===== src/rtl/ros_pkg.sv =====
/*
  Constants, types and register map for the retimer output source selector.
  Assumes one 200 MHz clock domain and byte-wide register writes from the
  management interface already decoded to an offset, data and strobe.
*/
// Summary of operation
// - Codes 7..0: mute, invalid, slow, PRBS, Q clk, I clk, retimed, raw.
// - No override, signal, no lock: output follows the source field.
// - Source field resets to mute, so unlocked channels stay muted.
// - Without override, a locked channel sends retimed data.
// - Override set: output follows the source field whatever the lock.
// - With no signal detected, the channel and its driver power down.
// - Force bits written one and zero force the signal as detected.
// - Both force bits clear return detection to the automatic circuit.
// - Slow test clock is selectable whenever the output is overridden.
// - No signal: oscillator free-runs and sets the PRBS and clock rates.
// - When locked, the I clock, Q clock and PRBS follow the input.
// - Retimed or raw data with no input gives only noise.
package ros_pkg;

  localparam logic [7:0] ROS_OFF_OVERRIDE  = 8'h09;
  localparam logic [7:0] ROS_OFF_SD_FORCE  = 8'h14;
  localparam logic [7:0] ROS_OFF_SRC_SEL   = 8'h1E;
  localparam logic [7:0] ROS_OFF_CAP_CTRL  = 8'h3F;

  localparam int ROS_BIT_MUX_OVR   = 5;
  localparam int ROS_BIT_QCLK_EN_A = 4;
  localparam int ROS_BIT_QCLK_EN_B = 0;
  localparam int ROS_BIT_PRBS_EN   = 4;
  localparam int ROS_BIT_SD_ON     = 7;
  localparam int ROS_BIT_SD_OFF    = 6;
  localparam int ROS_BIT_CAP_DIS   = 7;
  localparam int ROS_SRC_MSB       = 7;
  localparam int ROS_SRC_LSB       = 5;

  localparam logic [7:0] ROS_RST_OVERRIDE = 8'h00;
  localparam logic [7:0] ROS_RST_SD_FORCE = 8'h00;
  localparam logic [7:0] ROS_RST_SRC_SEL  = 8'hE0;
  localparam logic [7:0] ROS_RST_CAP_CTRL = 8'h00;

  typedef enum logic [2:0] {
    ROS_SRC_RAW    = 3'h0,
    ROS_SRC_RETIME = 3'h1,
    ROS_SRC_ICLK   = 3'h2,
    ROS_SRC_QCLK   = 3'h3,
    ROS_SRC_PRBS   = 3'h4,
    ROS_SRC_SLOW   = 3'h5,
    ROS_SRC_BAD    = 3'h6,
    ROS_SRC_MUTE   = 3'h7
  } ros_src_t;

  typedef struct packed {
    logic raw;
    logic retimed;
    logic iclk;
    logic qclk;
    logic prbs;
    logic slow_clk;
  } ros_streams_t;

  typedef struct packed {
    logic       wr;
    logic [7:0] addr;
    logic [7:0] wdata;
  } ros_reg_req_t;

endpackage


===== src/rtl/ros_mux.sv =====
/*
  Output selector leaf: picks one source bit and the driver enable.
  Assumes inputs are synchronous to clk and already qualified.
*/
`timescale 1ns/1ps
`default_nettype none
module ros_mux
(
  input  wire ros_pkg::ros_src_t     sel,
  input  wire logic                  powered,
  input  wire ros_pkg::ros_streams_t streams,
  output logic                       bit_out,
  output logic                       drive_en
);
  import ros_pkg::*;

  // Invalid code is folded into mute, so the driver never sends garbage.
  assign drive_en = powered && (sel != ROS_SRC_MUTE)
                    && (sel != ROS_SRC_BAD);

  always_comb begin
    bit_out = 1'b0;
    case (sel)
      ROS_SRC_RAW:    bit_out = streams.raw;
      ROS_SRC_RETIME: bit_out = streams.retimed;
      ROS_SRC_ICLK:   bit_out = streams.iclk;
      ROS_SRC_QCLK:   bit_out = streams.qclk;
      ROS_SRC_PRBS:   bit_out = streams.prbs;
      ROS_SRC_SLOW:   bit_out = streams.slow_clk;
      default:        bit_out = 1'b0;
    endcase
    if (!drive_en) begin
      bit_out = 1'b0;
    end
  end

endmodule
`default_nettype wire


===== src/rtl/ros_top.sv =====
/*
  Per-channel output source selection with its four control registers.
  Assumes the management interface delivers decoded byte writes and reads
  for the selected channel, and that the stream inputs are produced by the
  CDR, PRBS and oscillator logic, which follow input lock or free-run.
*/
`timescale 1ns/1ps
`default_nettype none
module ros_top
(
  input  wire logic                  clk,
  input  wire logic                  rst_n,
  input  wire logic                  ce,
  input  wire ros_pkg::ros_reg_req_t req,
  output logic [7:0]                 rdata_q,
  input  wire logic                  sig_detect_raw,
  input  wire logic                  cdr_locked,
  input  wire ros_pkg::ros_streams_t streams,
  output logic                       tx_data_q,
  output logic                       tx_en_q,
  output logic                       sd_eff_q,
  output logic                       prbs_en_q,
  output logic                       qclk_en_q,
  output logic                       cap_research_dis_q
);
  import ros_pkg::*;

  //////////////////////////////////////////////////////////////////////////////
  // Registers.

  logic [7:0] override_q;
  logic [7:0] sd_force_q;
  logic [7:0] src_sel_q;
  logic [7:0] cap_ctrl_q;

  wire wr_ovr = req.wr && (req.addr == ROS_OFF_OVERRIDE);
  wire wr_sdf = req.wr && (req.addr == ROS_OFF_SD_FORCE);
  wire wr_src = req.wr && (req.addr == ROS_OFF_SRC_SEL);
  wire wr_cap = req.wr && (req.addr == ROS_OFF_CAP_CTRL);

  logic [7:0] rdata_d;
  always_comb begin
    if (req.addr == ROS_OFF_OVERRIDE) begin
      rdata_d = override_q;
    end else if (req.addr == ROS_OFF_SD_FORCE) begin
      rdata_d = sd_force_q;
    end else if (req.addr == ROS_OFF_SRC_SEL) begin
      rdata_d = src_sel_q;
    end else if (req.addr == ROS_OFF_CAP_CTRL) begin
      rdata_d = cap_ctrl_q;
    end else begin
      rdata_d = 8'h00;
    end
  end

  always_ff @(posedge clk or negedge rst_n) begin
    if (!rst_n) begin
      override_q <= ROS_RST_OVERRIDE;
      sd_force_q <= ROS_RST_SD_FORCE;
      src_sel_q  <= ROS_RST_SRC_SEL;
      cap_ctrl_q <= ROS_RST_CAP_CTRL;
      rdata_q    <= 8'h00;
    end else if (ce) begin
      if (wr_ovr) override_q <= req.wdata;
      if (wr_sdf) sd_force_q <= req.wdata;
      if (wr_src) src_sel_q  <= req.wdata;
      if (wr_cap) cap_ctrl_q <= req.wdata;
      rdata_q <= rdata_d;
    end
  end

  //////////////////////////////////////////////////////////////////////////////
  // Signal detect and source decision.

  wire force_on  = sd_force_q[ROS_BIT_SD_ON] && !sd_force_q[ROS_BIT_SD_OFF];
  // Other force patterns fall back to the detector; only 10 forces on.
  wire sd_eff    = force_on || sig_detect_raw;
  wire mux_ovr   = override_q[ROS_BIT_MUX_OVR];
  wire ros_src_t field_src = ros_src_t'(src_sel_q[ROS_SRC_MSB:ROS_SRC_LSB]);

  // Locked channels send retimed data unless overridden; the field steers
  // the unlocked case and every overridden case.
  wire ros_src_t eff_src = (mux_ovr || !cdr_locked) ? field_src
                         : ROS_SRC_RETIME;

  logic mux_bit;
  logic mux_en;

  ros_mux u_mux (
    .sel      (eff_src),
    .powered  (sd_eff),
    .streams  (streams),
    .bit_out  (mux_bit),
    .drive_en (mux_en)
  );

  // Enables passed on to the generators; the controller owns their order.
  wire prbs_en = src_sel_q[ROS_BIT_PRBS_EN];
  wire qclk_en = override_q[ROS_BIT_QCLK_EN_A]
               && src_sel_q[ROS_BIT_QCLK_EN_B];
  wire cap_dis = cap_ctrl_q[ROS_BIT_CAP_DIS];

  // One register stage on every output; stream rate and lock relation come
  // from the source logic.
  always_ff @(posedge clk or negedge rst_n) begin
    if (!rst_n) begin
      tx_data_q          <= 1'b0;
      tx_en_q            <= 1'b0;
      sd_eff_q           <= 1'b0;
      prbs_en_q          <= 1'b0;
      qclk_en_q          <= 1'b0;
      cap_research_dis_q <= 1'b0;
    end else if (ce) begin
      tx_data_q          <= mux_bit;
      tx_en_q            <= mux_en;
      sd_eff_q           <= sd_eff;
      prbs_en_q          <= prbs_en;
      qclk_en_q          <= qclk_en;
      cap_research_dis_q <= cap_dis;
    end
  end
endmodule
`default_nettype wire


===== config.mk =====
export PLATFORM = sky130hd
export DESIGN_NAME = ros_top
export DESIGN_NICKNAME = d
export VERILOG_FILES = /design/src/rtl/ros_pkg.sv /design/src/rtl/ros_mux.sv /design/src/rtl/ros_top.sv
export SDC_FILE = /design/constraint.sdc
export NUM_CORES = 1
export LEC_CHECK = 0
export BUFFER_PORTS_ARGS = -buffer_cell sky130_fd_sc_hd__buf_2
export CORE_UTILIZATION = 58
export DETAILED_ROUTE_END_ITERATION = 8
export GPL_ROUTABILITY_DRIVEN = 1
export GPL_TIMING_DRIVEN = 0
export PLACE_DENSITY_LB_ADDON = 0.3
export SLEW_MARGIN = 30
export SYNTH_ARGS = -nofsm -noshare
export SYNTH_HDL_FRONTEND = slang
export SYNTH_SLANG_ARGS = --single-unit

===== constraint.sdc =====
create_clock -name clk -period 3.06 [get_ports clk]
set_input_delay 0.306 -clock clk [delete_from_list [all_inputs] [get_ports clk]]
set_output_delay 0.306 -clock clk [all_outputs]
set_load 0.02 [all_outputs]

==> results of run 1 <==
[per-layer routing]
layer,track usage (%),vias up
met4,10.8,0
met1,34.0,823
met2,42.4,57
met5,0,-
li1,-,705
met3,5.11,6
[state kept, by name (all words and copies together), names as in the netlist]
name,count
sd_force_q,8
cap_research_dis_q,1
tx_data_q,1
src_sel_q,8
override_q,8
prbs_en_q,1
tx_en_q,1
sd_eff_q,1
cap_ctrl_q,8
rdata_q,8
qclk_en_q,1
[critical path, cell delays in order]
cell and delay (ns):
buf_2 0.11, nand4bb_4 0.27, nor4_4 0.69, mux2_2 0.42
[per-stage QoR]
stage               total power [mW]  util, %  cell area, sq um  hold slack [ns]
floorplan                      0.689        -              2130           0.0104
detailed placement             0.744     70.1              2390            0.465
CTS                             1.11     72.5              2480            0.117
finish                          1.11     72.9              2490            0.198
global placement               0.738     70.1              2390            0.454
global route                    1.15     72.9              2490            0.178
[logic make-up (layout without fill, tap and decap cells)]
logic type / Yosys count / in the layout / share of synthesized area, %
flops: 46 / 46 / 54.2
simple gates: 41 / 41 / 13.2
mux: 35 / 35 / 19.8
compound gates: 31 / 31 / 11.2
buf+inv: 9 / 59 / 1.59
[area by class of cell]
class	count	area, sq um
Buffer	4	15.0
Clock buffer	5	37.5
Clock inverter	3	45.0
Fill cell	253	927
Inverter	5	18.8
Multi-Input combinational cell	107	942
Sequential cell	46	1150
Tap cell	46	57.6
Timing Repair Buffer	42	218
[power by group]
group          leakage (nW)  switching (mW)  internal (mW)
logic                 0.622          0.0570         0.0408
clock network        0.0374           0.201          0.171
registers             0.624          0.0111          0.625
total                  1.28           0.269          0.837
[cell usage in the layout (no fill, tap or decap), types with 3 or more instances in the layout]
cell type  count
mux2_2        25
nand2_1       14
clkbuf_4       5
clkbuf_1       4
inv_1          5
dfstp_2        3
a22oi_1       13
nor2_1         5
o21ai_0        4
dfrtp_1       43
a22o_1         8
nand3_1        6
mux2_4         8
buf_2         40
[worst max path at each step]
stage / slack [ns] / cells past startpoint / to
4_1_cts: 1.51 / 4 / cap_ctrl_q[5]
6_report: 1.52 / 4 / src_sel_q[3]
3_5_place_dp: 1.09 / 4 / cap_ctrl_q[5]
3_3_place_gp: 1.15 / 4 / cap_ctrl_q[5]
2_1_floorplan: 1.49 / 4 / override_q[0]
5_1_grt: 1.47 / 4 / cap_ctrl_q[6]
==> summary.md, run 1 <==
| Metric | Value |
|---|---|
| Status | complete, no violations |
| Primary FF master, synth | dfrtp_1 |
| Hold depth | 3 |
| Vias in the first global route | 1,587 |
| Cells after DPL | about 250 |
| Pwr Density | around 440 nW/um^2 |
| First-pass GRT wire length | about 7.7 mm |
| Fin crit period | 1.54 ns |
| Synth top area share | roughly half |
| Post-CTS Resized | 0 |
| Clock buffer depth | 2 |
| CP Launch Type | primary input |
| Avg Cell Area, Syn | around 13 sq um |
| Overall routed net length | around 4.7 mm |
| RSZ-0062 raised after global routing | no |
| Routed WL per cell | about 18 um |
| Core area | roughly 3400 sq um |
| Total track usage | 26.0% |
| Synth warn | 0 |
| Post-CTS Hold Buffers | 0 |
| Worst skew pair latency | ~0.37 ns |
| Final ANT Viol Nets | 0 |
| Data arrival, critical path | approximately 1.8 ns |
| Reg2reg end | tx_data_q |
| Relative slew slack | roughly 48% |
| Finished Layout Cells | between 200 and 300 |
| Crit path capture type | flop |
| Synth async-reset ratio | 100% |
| Row count | 21 |
| Period utilization | about half |
| Critical Path Fanout Max | 9 |
| Number of antenna violations at the first check in global routing | 0 |
| Post-detail-place hpwl | about 3.2 mm |
| Worst slack, placed | between 1 and 1.5 ns |
| Slew @ Worst Pin | 0.775 ns |
| Vias/cell | between 6 and 7 |
| Lkg Pwr | 1.28 nW |
| Clk root buf | clkbuf_4 |
| Top post-synthesis cells by area | dfrtp_1 50%, mux2_2 13%, mux2_4 5.6% |
| Die H | approximately 63 um |
| Hold crit path type | primary input to flop |
| Hold EP | src_sel_q[5] |
| Clock transition at the registers of the reported paths | ~0.14 ns |
| H-tree depth | 2 |
| Via Count | approximately 1,600 |
| Fmax | around 650 MHz |
| Min-delay src | req[5] |
| Post-CTS Setup Inserts | 0 |
| Starting Density | between 60% and 70% |
| DR iter-0 viols | 140 |
| Nets | 239 |
| Area grow syn2layout | 16.8% |
| Synth area leader | dfrtp_1 |
| N_diodes | 0 |
| Final Slew Violations | 0 |
| Num CTS Buffers | 5 |
| Worst Skew | 0.0128 ns |
| Crit Path Class | primary input to flop |
| Share of layout cells above drive strength 1 | 44.3% |
| Metal2 WL | 2.43 mm |
| Gr ovfl total | 0 |
| Max Used Layer | met4 |
| I/O Pins | 42 |
| CTS tree | yes |
| Synth cell count leaders | 43 x dfrtp_1, 25 x mux2_2, 14 x nand2_1, 13 x a22oi_1 |
| Final worst slack | between 1.5 and 2 ns |
| Metal3 WL | about 320 um |
| Routed metal-1 wirelength | 1.90 mm |
| GP Congestion | ~0.79 |
| Number of flops mapped to enable cells by yosys | 0 |
| Final Setup Violations | 0 |
| Die X | about 63 um |
| Die ar. | about 3900 sq um |
| Input/output buffers | 41 |
| Synthesis-stage register bit count | 46 |
| Reg2reg path depth | 4 |
| Syn nets | 190 |
| Post-Syn Area | 2130 sq um |
| R2r startpoint | override_q[5] |
| DRC | 0 |
| Critical Path RT | 3.32 ns |
| Max cap viols | 0 |
| # clock sinks | 46 |
| R2r setup slk | approximately 1.8 ns |
| Sequential share of the synthesized area | a little over half |
| Largest net degree at the start of global routing | 47 |
| First drt pass iteration count | 5 |
| Post-synth cell types | 32 |
| Hold Violations, Final | 0 |
| VDD IR-drop max | between 0.3 and 0.4 mV |
| Synth Instances | 162 |
| CP startpoint | req[14] |
| Most frequent cell after synthesis | dfrtp_1 |
| Setup_tns | 0 ns |
Power figures use the tool's default switching activity.
==> run 2: changes to the inputs <==
CORE_UTILIZATION = 49   (was 58)
clock period = 1.3 ns   (was 3.06 ns; I/O delays follow)
==> summary.md, run 2 (synthesis gave the netlist of run 1 again) <==
| Metric | Value |
|---|---|
| Starting Density | a little over half |
| R2r setup slk | 0.08 ns |
| Max cap viols | 0 |
| DRC | 0 |
| Buf+Inv Stages, Crit Path | 1 |
| Crit path capture type | flop |
| DR iter-0 viols | 80 |
| Fmax | 770 MHz |
| Vias/cell | roughly 5.8 |
| Finished Layout Cells | 266 |
| Hold Violations, Final | 0 |
| Num CTS Buffers | 5 |
| Hold crit path type | primary input to flop |
| Status | complete, no violations |
| Share of layout cells above drive strength 1 | 45.8% |
| Hold Slack | 0.0802 ns |
| Slowest stage delay, CP | approximately 0.55 ns |
| RSZ-0062 raised after global routing | yes |
| Input/output buffers | slightly above 40 |
| Cells after DPL | between 200 and 300 |
| Final core occ | 63.7% |
| Placed Area | roughly 2400 sq um |
| CP startpoint | req[15] |
| R2r startpoint | src_sel_q[6] |
| Relative slew slack | between 50% and 60% |
| Pwr Density | roughly 1000 nW/um^2 |
| Reg2reg path depth | 3 |
| Final ANT Viol Nets | 0 |
| Clock transition at the registers of the reported paths | 0.08 ns |
| Final Setup Violations | 0 |
| Crit Path Class | primary input to flop |
| # clock sinks | 46 |
| Worst skew pair latency | 0.29 ns |
| Commonest cells after routing, fill and taps aside | 43 x dfrtp_1, 38 x buf_2, 23 x mux2_2, 14 x nand2_1, 13 x a22oi_1 |
| Overall routed net length | around 4.7 mm |
| Setup_tns | 0 ns |
| H-tree depth | 2 |
| Lkg Pwr | 1.36 nW |
| I/O Pins | between 40 and 50 |
| Nets | 243 |
| Largest net degree at the start of global routing | 47 |
| Clock buffer depth | 2 |
| Via Count | approximately 1,500 |
| Slew @ Worst Pin | roughly 0.70 ns |
| Row count | 23 |
| Worst path cell trace | buf_6 > or4_4 > nor2_4 > nand3_4 > mux2_4 |
| Critical Path RT | about 1.5 ns |
| Die H | 67.9 um |
| CP max stage cell | or4_4 |
| Period utilization | between 90 and 100% |
| N_diodes | 0 |
| CTS tree | yes |
| Worst Skew | roughly 0.0056 ns |
| Area grow syn2layout | 22.1% |
| Final instance area | roughly 2600 sq um |
| Vias in the first global route | 1,495 |
| Data arrival, critical path | 1.48 ns |
| Critical path endpoint | override_q[7] |
| Number of antenna violations at the first check in global routing | 0 |
| Routed WL per cell | 17.6 um |
| Die X | around 68 um |
| CP Launch Type | primary input |
| Reg2reg end | tx_data_q |
| CP top delay family | simple AND/OR/NAND/NOR gates |
| Die ar. | 4620 sq um |
| Total track usage | roughly 22% |
| Post-detail-place hpwl | between 3 and 4 mm |
| Layout filler cell count | 324 |
| Core area | a little over 4000 sq um |
| VDD IR-drop max | between 0.7 and 0.8 mV |
| Fin crit period | ~1.3 ns |
| Clk root buf | clkbuf_8 |
| Crit path depth | 5 |
| First drt pass iteration count | 4 |
| Commonest non-fill, non-tap cell in the layout | dfrtp_1 |
| Critical Path Fanout Max | 8 |
| First-pass GRT wire length | 7.27 mm |
| GP Congestion | between 0.7 and 0.8 |
| Final Slew Violations | 0 |
| Gr ovfl total | 0 |
==> run 2: cell types whose count changed in the layout (fill, tap and decap cells not counted), sizes merged <==
cell      delta
buf          +4
bufinv       -1
clkbuf       +3
clkinvlp     -2
==> run 2: report_power, final <==
| group | total [mW] | switching [mW] | internal (mW) |
|---|---|---|---|
| registers | 1.49 | 0.0242 | 1.47 |
| logic | 0.241 | 0.138 | 0.103 |
| clock network | 0.977 | 0.441 | 0.536 |
| total | 2.71 | 0.603 | 2.11 |
==> run 2: final cells by class <==
type	instances	area [sq um]	area share, %
Inverter	5	18.8	0.721
Clock buffer	8	110	4.23
Tap cell	50	62.6	2.40
Sequential cell	46	1150	44.4
Buffer	4	16.3	0.625
Multi-Input combinational cell	107	967	37.2
Timing Repair Buffer	46	273	10.5
==> run 2: worst reg2reg max path, stage by stage, from the launching register on <==
cell and delay [ns]:
dfstp_2 0.60, o21ai_0 0.10, a222oi_1 0.25, a22oi_1 0.14
==> run 2: worst min-delay path by stage <==
stage                      start  slack (ns)            end  depth (start not counted)
after floorplan            rst_n       -0.17  cap_ctrl_q[0]                          0
after global placement     rst_n        0.33  cap_ctrl_q[1]                          1
after detailed placement   rst_n        0.35      qclk_en_q                          1
after CTS                  rst_n        0.02  sd_force_q[3]                          1
after global routing      req[5]        0.09   src_sel_q[5]                          3
final                     req[5]        0.08   src_sel_q[5]                          3
==> run 2: layer usage <==
metal / GRT usage [%] / vias up / share of wire, %
met3: 5.67 / 6 / 5.0
met2: 36.5 / 53 / 50
met4: 8.07 / 0 / 1.2
met1: 28.9 / 782 / 44
met5: 0 / - / 0
li1: - / 706 / -
==> run 2: what timing repair did <==
item	CTS	global route
setup buffers	2	2
resized for setup	4	1
hold buffers	0	1
endpoints found under the setup margin	30	14
pin swaps	3	4
hold endpoints to repair	0	43
==> run 2: metrics by stage <==
step	worst slack, ns	total power, mW
2_1_floorplan	-0.0802	1.62
3_3_place_gp	-0.443	1.74
3_5_place_dp	-0.477	1.75
4_1_cts	-0.0243	2.74
5_1_grt	-0.0125	2.83
6_report	0.00153	2.71
==> run 3: changes to the inputs <==
SETUP_SLACK_MARGIN = 0.3   (was unset)
==> summary.md, run 3 (synthesis gave the netlist of run 1 again) <==
| Metric | Value |
|---|---|
| Lkg Pwr | approximately 1.5 nW |
| Hold crit path type | primary input to flop |
| Gr ovfl total | 0 |
| Share of layout cells above drive strength 1 | 51.1% |
| Clk root buf | clkbuf_8 |
| I/O Pins | 42 |
| Final Setup Violations | 0 |
| Multi-input logic area | approximately 1000 sq um |
| Clock transition at the registers of the reported paths | around 0.080 ns |
| Post-detail-place hpwl | between 3 and 4 mm |
| Routed WL per cell | about 20 um |
| Net switching power | ~0.64 mW |
| Buf+Inv Stages, Crit Path | 1 |
| Finished Layout Cells | around 280 |
| Final Power | 2.67 mW |
| Starting Density | 52.1% |
| Final ANT Viol Nets | 0 |
| Placed Area | approximately 2400 sq um |
| Area grow syn2layout | 34.8% |
| Final worst slack | between 0.02 and 0.03 ns |
| Relative slew slack | around 61% |
| RSZ-0062 raised after global routing | yes |
| CTS tree | yes |
| Vias in the first global route | 1,717 |
| Overall routed net length | 5.54 mm |
| Critical Path Fanout Max | 8 |
| Data arrival, critical path | ~1.5 ns |
| Input/output buffers | between 40 and 50 |
| Crit path capture type | flop |
| Num CTS Buffers | 5 |
| Worst slack, placed | -0.472 ns |
| Nets | ~250 |
| Worst skew pair latency | approximately 0.3 ns |
| VDD IR-drop max | 0.690 mV |
| Worst path cell trace | buf_6 > or4_4 > nor2_4 > nand3_4 > mux2_4 |
| Worst Skew | 0.00531 ns |
| Cells after DPL | between 200 and 300 |
| Final instance area | 2870 sq um |
| Part of the power in the clock network | around 33% |
| Period utilization | a little over nine tenths |
| Max cap viols | 0 |
| Die X | roughly 68 um |
| CP top delay family | simple AND/OR/NAND/NOR gates |
| Part of the power in registers | between 50% and 60% |
| Hold Slack | about 0.056 ns |
| Vias/cell | approximately 6.0 |
| Critical Path RT | 1.48 ns |
| Via Count | ~1,700 |
| Die ar. | 4620 sq um |
| Slew @ Worst Pin | 0.588 ns |
| Switching Share | roughly a quarter |
| Commonest cells after routing, fill and taps aside | 43 x dfrtp_1, 26 x buf_2, 23 x mux2_4, 14 x nand2_1, 14 x buf_6 |
| Crit Path Class | primary input to flop |
| Core area | about 4100 sq um |
| First-pass GRT wire length | between 8 and 9 mm |
| GP Congestion | roughly 0.72 |
| Pint | slightly above 2 mW |
| # clock sinks | 46 |
| Hold Violations, Final | 0 |
| Row count | 23 |
| Layout filler cell count | about 280 |
| Pwr Density | about 930 nW/um^2 |
| First drt pass iteration count | 4 |
| Die H | just under 70 um |
| Clock buffer depth | 2 |
| CP max stage cell | or4_4 |
| Fmax | about 790 MHz |
| N_diodes | 0 |
| Commonest non-fill, non-tap cell in the layout | dfrtp_1 |
| Total track usage | a little over a quarter |
| H-tree depth | 2 |
| CP Launch Type | primary input |
| Slowest stage delay, CP | approximately 0.55 ns |
| Fin crit period | 1.27 ns |
| Largest net degree at the start of global routing | between 40 and 50 |
| DRC | 0 |
| Setup_tns | 0 ns |
| Sequential cell area | 1150 sq um |
| Status | complete, no violations |
| Number of antenna violations at the first check in global routing | 0 |
| Final core occ | between 70% and 80% |
| Combinational Power Share | a little over a tenth |
| Final Slew Violations | 0 |
| DR iter-0 viols | 95 |
run 3: area by class of cell:
type	count	share of cell area, %
sequential	46	40.2
multi-input combinational	107	36.5
timing repair buffer	57	16.6
clock buffer	7	3.01
tap	50	2.18
buffer	4	0.741
inverter	5	0.654
clock inverter	1	0.174
run 3: tightest hold or removal path, cell delays in order:
cell and delay (ns):
buf_2 0.12, nand2_1 0.06, o21ai_1 0.05
run 3: per-layer routing:
metal,wire length (um),track usage (%),vias to the layer above
li1,-,-,732
met1,2260,31.5,836
met2,2770,44.4,66
met3,348,6.67,18
met4,170,12.2,0
met5,0,0,-
run 3: path summary, 6_finish.rpt:
kind	from	cells after the start	to	slack (ns)
hold reg to reg	override_q[2]	2	rdata_q[2]	0.48
max in group asynchronous	rst_n	2	src_sel_q[7]	0.54
setup / recovery	req[14]	5	override_q[0]	0.03
setup reg to reg	src_sel_q[6]	3	tx_data_q	0.08
hold / removal	req[5]	3	src_sel_q[5]	0.06
min in group asynchronous	rst_n	2	override_q[2]	0.37
run 3: power by group through the flow:
| stage | clock, mW | sequential (mW) | combinational, mW |
|---|---|---|---|
| after global routing | 0.972 | 1.50 | 0.314 |
| after detailed placement | 0 | 1.52 | 0.239 |
| final | 0.881 | 1.50 | 0.292 |
| after floorplan | 0 | 1.53 | 0.0988 |
| after global placement | 0 | 1.52 | 0.226 |
| after CTS | 0.902 | 1.50 | 0.257 |
run 3: what timing repair did:
item / CTS / global route
endpoints found under the hold margin: 0 / 43
buffers inserted: 7 / 7
hold buffers: 0 / 1
endpoints found under the setup margin: 43 / 57
pin swaps: 6 / 6
resized for setup: 14 / 40
cloned: 0 / 1
